$ cat src/include/btc_defines.svh
`ifndef BTC_DEFINES_SVH
`define BTC_DEFINES_SVH
`define BTC_GROUP_W      16
`define BTC_GROUP_N      5
`define BTC_REC_W        80
`define BTC_CH_WR_N      4
`define BTC_CH_RWE_N     5
`define BTC_CH_DIAG0     10
`define BTC_CH_DIAG1     12
`define BTC_REC_RESET    80'h0
`define BTC_CLASS_READ   3'h0
`define BTC_CLASS_WRITE  3'h1
`define BTC_CLASS_IFETCH 3'h2
`define BTC_CLASS_DLOAD  3'h3
`define BTC_CLASS_TERR   3'h4
`define BTC_EV_READ      0
`define BTC_EV_WRITE     1
`define BTC_EV_TERR      2
`define BTC_EV_SUBST     3
`define BTC_EV_N         4
`endif

$ cat src/include/btc_pkg.sv
package btc_pkg;
  typedef struct packed {
    logic [31:0] bus_ad;
    logic [27:0] addr_hi;
    logic [1:0]  word_idx;
    logic [1:0]  byte_lane_enables;
    logic        write_n;
    logic        read_n;
    logic        read_word_enable_n;
    logic [1:0]  diag;
  } btc_cpu_t;
  typedef struct packed {
    logic [15:0] g5;
    logic [15:0] g4;
    logic [15:0] g3;
    logic [15:0] g2;
    logic [15:0] g1;
  } btc_record_t;
  typedef enum logic [1:0] {
    BTC_IDLE,
    BTC_READ,
    BTC_WRITE
  } btc_state_t;
endpackage : btc_pkg

$ cat src/verilog/btc_capture.sv
// Our own choices: strobed register access and the placing of the registers.
`timescale 1ns/1ps
`default_nettype none
`include "btc_defines.svh"
// What this block does
// - samples are taken on the read-word enable and the write strobe, not the read strobe.
// - a write is sampled on the rising edge of the write strobe.
// - each record holds the write strobe level, which classes it as read or write.
// - each record holds the read-word enable level so a false write trigger is recognised.
// - the read sample never comes from transfer-done ored with the read-word enable.
// - the record is five groups of sixteen channels of address, data and status.
// - the write strobe sits on channel 4 of the fifth group.
// - the read-word enable sits on channel 5 of the fifth group.
// - both diagnostic outputs of the cpu are stored in each record.
// - on a cacheable read, diag 1 high, diag 0 high marks a fetch and low a data load.
// - a falsely triggered write is flagged as trigger error and reported as a store.
// - with the read-word enable held low through a burst only the first word is caught.
// - optionally word-index bit 0 (address bit 2) gated with read strobe gives a sample on each edge.
module btc_capture #(
  parameter int REC_W = `BTC_REC_W
) (
  input  wire logic                 core_clk_in,
  input  wire logic                 reset_in,
  input  wire btc_pkg::btc_cpu_t    cpu_in,
  input  wire logic                 subst_strobe_en_in,
  input  wire logic [31:0]          reg_addr_in,
  input  wire logic [31:0]          reg_wdata_in,
  input  wire logic                 reg_wr_in,
  input  wire logic                 reg_rd_in,
  output logic [31:0]               reg_rdata_out,
  output btc_pkg::btc_record_t      record_out,
  output logic [2:0]                class_out,
  output logic                      record_valid_out,
  output logic                      irq_out
);
  import btc_pkg::*;

  btc_cpu_t    prev_reg;
  btc_record_t record_reg;
  btc_record_t rec_next;
  btc_state_t  state_reg;
  logic [2:0]  class_reg;
  logic [2:0]  class_next;
  logic        valid_reg;
  logic [`BTC_EV_N-1:0] status_reg;
  logic [`BTC_EV_N-1:0] enable_reg;
  logic [31:0] rdata_reg;
  logic        irq_reg;
  logic        rwe_fall;
  logic        wr_rise;
  logic        subst_edge;
  logic        take;
  logic        false_trig;
  logic [`BTC_EV_N-1:0] ev;

  // edge detect on the bus strobes
  always_ff @(posedge core_clk_in or posedge reset_in) begin
    if (reset_in) begin
      prev_reg <= '1;
    end else begin
      prev_reg <= cpu_in;
    end
  end

  assign rwe_fall   = prev_reg.read_word_enable_n & ~cpu_in.read_word_enable_n
                      & ~cpu_in.read_n;
  assign wr_rise    = ~prev_reg.write_n & cpu_in.write_n;
  assign subst_edge = subst_strobe_en_in & ~cpu_in.read_n & ~prev_reg.read_n
                      & (prev_reg.word_idx[0] ^ cpu_in.word_idx[0]);
  assign take       = rwe_fall | wr_rise | subst_edge;
  assign false_trig = wr_rise & ~prev_reg.read_word_enable_n;

  always_comb begin
    rec_next = '0;
    rec_next.g4 = cpu_in.bus_ad[31:16];
    rec_next.g3 = cpu_in.bus_ad[15:0];
    rec_next.g2 = cpu_in.addr_hi[27:12];
    rec_next.g1 = {cpu_in.addr_hi[11:0], cpu_in.word_idx, cpu_in.byte_lane_enables};
    rec_next.g5[`BTC_CH_WR_N]  = wr_rise ? prev_reg.write_n : cpu_in.write_n;
    rec_next.g5[`BTC_CH_RWE_N] = wr_rise ? prev_reg.read_word_enable_n
                                         : cpu_in.read_word_enable_n;
    rec_next.g5[`BTC_CH_DIAG1] = cpu_in.diag[1];
    rec_next.g5[`BTC_CH_DIAG0] = cpu_in.diag[0];
  end

  always_comb begin
    class_next = `BTC_CLASS_READ;
    if (wr_rise) begin
      class_next = false_trig ? `BTC_CLASS_TERR : `BTC_CLASS_WRITE;
    end else if (cpu_in.diag[1]) begin
      class_next = cpu_in.diag[0] ? `BTC_CLASS_IFETCH : `BTC_CLASS_DLOAD;
    end
  end

  always_ff @(posedge core_clk_in or posedge reset_in) begin
    if (reset_in) begin
      record_reg <= `BTC_REC_RESET;
      class_reg  <= `BTC_CLASS_READ;
      valid_reg  <= 1'b0;
    end else begin
      valid_reg <= take;
      if (take) begin
        record_reg <= rec_next;
        class_reg  <= class_next;
      end
    end
  end

  // cycle tracking
  always_ff @(posedge core_clk_in or posedge reset_in) begin
    if (reset_in) begin
      state_reg <= BTC_IDLE;
    end else begin
      case (state_reg)
        BTC_IDLE:  state_reg <= ~cpu_in.read_n ? BTC_READ
                                : (~cpu_in.write_n ? BTC_WRITE : BTC_IDLE);
        BTC_READ:  state_reg <= cpu_in.read_n ? BTC_IDLE : BTC_READ;
        BTC_WRITE: state_reg <= cpu_in.write_n ? BTC_IDLE : BTC_WRITE;
        default:   state_reg <= BTC_IDLE;
      endcase
    end
  end

  assign ev[`BTC_EV_READ]  = rwe_fall;
  assign ev[`BTC_EV_WRITE] = wr_rise;
  assign ev[`BTC_EV_TERR]  = false_trig;
  assign ev[`BTC_EV_SUBST] = subst_edge;

  // sticky status, set beats clear
  always_ff @(posedge core_clk_in or posedge reset_in) begin
    if (reset_in) begin
      status_reg <= '0;
    end else if (reg_wr_in && reg_addr_in == 32'h8) begin
      status_reg <= (status_reg & ~reg_wdata_in[`BTC_EV_N-1:0]) | ev;
    end else begin
      status_reg <= status_reg | ev;
    end
  end

  always_ff @(posedge core_clk_in or posedge reset_in) begin
    if (reset_in) begin
      enable_reg <= '0;
    end else if (reg_wr_in && reg_addr_in == 32'h4) begin
      enable_reg <= reg_wdata_in[`BTC_EV_N-1:0];
    end
  end

  always_ff @(posedge core_clk_in or posedge reset_in) begin
    if (reset_in) begin
      irq_reg <= 1'b0;
    end else begin
      irq_reg <= |(status_reg & enable_reg);
    end
  end

  // register read, one cycle later
  always_ff @(posedge core_clk_in or posedge reset_in) begin
    if (reset_in) begin
      rdata_reg <= '0;
    end else if (reg_rd_in) begin
      case (reg_addr_in)
        32'h0:   rdata_reg <= {28'h0, status_reg};
        32'h4:   rdata_reg <= {28'h0, enable_reg};
        32'hc:   rdata_reg <= {29'h0, class_reg};
        32'h10:  rdata_reg <= {record_reg.g4, record_reg.g3};
        32'h14:  rdata_reg <= {record_reg.g2, record_reg.g1};
        32'h18:  rdata_reg <= {16'h0, record_reg.g5};
        default: rdata_reg <= 32'h0;
      endcase
    end else begin
      rdata_reg <= 32'h0;
    end
  end

  assign reg_rdata_out    = rdata_reg;
  assign record_out       = record_reg;
  assign class_out        = class_reg;
  assign record_valid_out = valid_reg;
  assign irq_out          = irq_reg;
endmodule : btc_capture
`default_nettype wire
$ cat config.mk
export PLATFORM = sky130hd
export DESIGN_NAME = btc_capture
export DESIGN_NICKNAME = d
export VERILOG_FILES = /design/src/include/btc_pkg.sv /design/src/verilog/btc_capture.sv
export VERILOG_INCLUDE_DIRS = /design/src /design/src/include
export SDC_FILE = /design/constraint.sdc
export NUM_CORES = 1
export LEC_CHECK = 0
export ABC_AREA = 1
export BUFFER_PORTS_ARGS = -buffer_cell sky130_fd_sc_hd__buf_2
export CORE_MARGIN = 10
export CORE_UTILIZATION = 38
export DETAILED_ROUTE_END_ITERATION = 8
export HOLD_SLACK_MARGIN = 0.02
export MAX_ROUTING_LAYER = met4
export PLACE_DENSITY = 0.79
export SKIP_LAST_GASP = 1
export SYNTH_ARGS = -nofsm -noshare
export SYNTH_HDL_FRONTEND = slang
export SYNTH_SLANG_ARGS = --single-unit
$ cat constraint.sdc
create_clock -name core_clk_in -period 3.65 [get_ports core_clk_in]
set_input_delay 0 -clock core_clk_in [delete_from_list [all_inputs] [get_ports core_clk_in]]
set_output_delay 0 -clock core_clk_in [all_outputs]
set_load 0.02 [all_outputs]
==> flow_metrics.py <==
metrics = {
    "power_and_ir_drop": {
        "p_comb_share_pct": 16.6,
        "max-vdd-ir-drop_uv": 385,
        "internal_power_uw": 2970,
        "net-switching-power_uw": 1080,
        "power.sequential.fraction_pct": 37.4,
        "total_power_divided_by_cell_area_nw_per_um2": 519,
        "pwr-share-clk_pct": 46.0,
        "switching_share_pct": 26.7,
        "leakagePower_uw": 0.00415,
        "final_power_uw": 4050,
    },
    "routing": {
        "vias_per_cell": 4.55,
        "num_vias": 4983,
        "finalWirelength_um": 17400,
        "iteration_count_of_the_initial_detailed_routing_pass": 4,
        "first_iter_violations": 284,
        "ant_nets": 0,
        "drt_drc_violations_left": 0,
        "wl_per_cell_um": 15.9,
    },
    "timing": {
        "post-route-min-period_ns": 2.30,
        "worst_slew_pin_slew_ns": 0.643,
        "timing_max_transition_violations_final": 0,
        "slew_headroom_pct": 57.0,
        "grt_setup_unrepaired": "no",
        "timing_hold_violations_final": 0,
        "max_clock_freq_ghz": 0.436,
        "period_share_pct": 62.9,
        "finalSetupViolCount": 0,
        "finalSetupTns_ns": 0,
        "final.setup_skew_ns": 0.00726,
    },
    "worst_setup_path": {
        "crit_fanout": 44,
        "critPathLaunchType": "flip-flop",
        "worstSetupEndpointType": "flip-flop",
        "timing.critical_path.arrival_ns": 2.63,
        "crit_required_ns": 3.98,
        "critPathKind": "flip-flop to flip-flop",
        "setup.reg_to_reg.worst_slack_ns": 1.35,
    },
    "clocking": {
        "clock_tree.buffer_depth": 2,
        "cts_root_buffer": "sky130_fd_sc_hd__clkbuf_16",
        "post_cts_buffers": 0,
        "h-tree-depth": 4,
        "clkTransAtPathRegs_ns": 0.05,
        "tritoncts": "built",
        "total_clock_buffers_created_by_cts": 17,
        "insertion_delay_ns": 0.40,
        "clock_sink_count": 117,
    },
    "placed_design": {
        "gp_routability_congestion": 0.916,
        "post-dp-hpwl_um": 11800,
        "io_buffer_count": 214,
    },
    "layout": {
        "area_delta_synth_final_pct": 50.5,
        "layout-drive-gt1-share_pct": 31.0,
        "final_common_cell": "sky130_fd_sc_hd__buf_2",
        "mostFrequentLayoutCells": "sky130_fd_sc_hd__buf_2, sky130_fd_sc_hd__nand2_1, sky130_fd_sc_hd__dfrtp_1",
        "largest_register_ffs": 68,
        "n_antenna_cell": 0,
        "finish.net_count": 1045,
    },
    "floorplanning": {
        "io-pin-count": 255,
        "fp.coreArea_um2": 13300,
        "floorplan.rows": 42,
        "fp.dieArea_um2": 18700,
        "die_height_um": 137,
        "die_width_um": 137,
        "initial_utilization_pct": 39.0,
    },
    "yosys": {
        "ys_async_sr_fraction_pct": 100,
        "post_synth_num_cell_types": 24,
        "synthFlopType": "sky130_fd_sc_hd__dfrtp_1",
        "synth-edff-count": 0,
        "ys_seq_elements": 117,
        "instance_count_of_the_mapped_netlist": 614,
        "ys_seq_area_share_pct": 56.6,
        "netlist_area_um2": 5190,
        "synth-warning-count": 0,
        "postSynthAreaPerCell_um2": 8.45,
    },
    "global_route": {
        "grt_first_pass_wirelength_um": 27100,
        "first_global_vias": 5270,
        "antenna_found_initial": 0,
        "grt_start_max_net_pins": 68,
        "track_usage_pct": 19.0,
        "global_route.overflow_total": 0,
    },
    "outcome": {
        "run_status": "completed",
    },
    "hold_path": {
        "hp-class": "input port to flip-flop",
    },
    "run": {
        "maxCapViolCount": 0,
    },
}
-- what timing repair did --
action | 4_1_cts | 5_1_grt
resized for setup | 0 | 0
hold endpoints to repair | 131 | 0
hold buffers | 81 | 0
-- per-stage QoR --
| stage | hold slack (ns) | util [%] | cell area, µm² | setup WS (ns) | instances |
|---|---|---|---|---|---|
| final | 0.179 | 58.7 | 7800 | 1.35 | 1096 |
| after global routing | 0.235 | 58.7 | 7800 | 1.08 | 1096 |
| after global placement | 0.117 | 47.6 | 6320 | 1.41 | 983 |
| after detailed placement | 0.118 | 47.6 | 6320 | 1.37 | 983 |
| after CTS | 0.168 | 58.7 | 7800 | 1.36 | 1096 |
| after floorplan | 0.00448 | - | 5230 | 0.556 | 625 |
-- critical path, stage by stage, from the launching register on --
cell and delay [ns]:
sky130_fd_sc_hd__dfstp_2 0.53, sky130_fd_sc_hd__nor2_1 0.07, sky130_fd_sc_hd__inv_1 0.16, sky130_fd_sc_hd__nand2_1 0.07, sky130_fd_sc_hd__inv_1 0.09, sky130_fd_sc_hd__nand2_4 0.25
sky130_fd_sc_hd__inv_1 0.41, sky130_fd_sc_hd__buf_4 0.40, sky130_fd_sc_hd__nand2_1 0.13, sky130_fd_sc_hd__nand2_1 0.10
-- final cells by class --
cell class,count,area (µm²)
multi-input combinational,394,1770
fill,1129,5490
tap,176,220
clock inverter,8,168
timing repair buffer,298,1920
clock buffer,24,502
inverter,79,299
sequential,117,2930
-- kinds of logic after synthesis --
kind of cell,count (synthesis),synth area share [%]
buf+inv,114,10.3
compound gates,74,8.03
other cells,1,0.0723
flops,117,56.6
simple gates,307,24.8
xor+xnor,1,0.169
-- layer usage --
| metal | share of wire [%] | track usage, % | vias to the layer above |
|---|---|---|---|
| li1 | - | - | 2453 |
| met1 | 39 | 20.9 | 2315 |
| met2 | 52 | 32.3 | 179 |
| met3 | 6.6 | 4.33 | 36 |
| met4 | 2.6 | 8.37 | 0 |
| met5 | 0 | - | - |
-- power groups by stage --
stage | logic [µW] | registers (µW) | clock network [µW]
2_1_floorplan | 206 | 1670 | 0
3_3_place_gp | 594 | 1520 | 0
3_5_place_dp | 603 | 1530 | 0
4_1_cts | 671 | 1510 | 1890
5_1_grt | 735 | 1530 | 1960
6_report | 671 | 1510 | 1860
-- path summary, 6_finish.rpt --
kind                                 from             end  depth (start not counted)
setup / recovery              prev_reg[4]  record_out[61]                          9
hold / removal             reg_addr_in[0]   status_reg[3]                          7
setup reg to reg              prev_reg[4]  record_out[61]                          9
hold reg to reg            record_out[48]  record_out[48]                          2
max in group asynchronous        reset_in     prev_reg[2]                          4
min in group asynchronous        reset_in  record_out[74]                          3
-- cell usage after synthesis, types with 3 or more instances --
master	count	area, µm²
sky130_fd_sc_hd__a22oi_1	13	97.6
sky130_fd_sc_hd__buf_2	6	30.0
sky130_fd_sc_hd__buf_4	21	158
sky130_fd_sc_hd__buf_6	3	33.8
sky130_fd_sc_hd__clkbuf_1	5	18.8
sky130_fd_sc_hd__dfrtp_1	113	2830
sky130_fd_sc_hd__dfstp_2	4	105
sky130_fd_sc_hd__inv_1	78	293
sky130_fd_sc_hd__nand2_1	199	747
sky130_fd_sc_hd__nand3_1	14	70.1
sky130_fd_sc_hd__nand4_1	3	18.8
sky130_fd_sc_hd__nor2_1	57	214
sky130_fd_sc_hd__nor2_2	24	150
sky130_fd_sc_hd__nor2_4	3	33.8
sky130_fd_sc_hd__nor3_1	3	15.0
sky130_fd_sc_hd__o21ai_0	48	240
sky130_fd_sc_hd__o22ai_1	11	68.8
(Power assumes the default switching activity.)
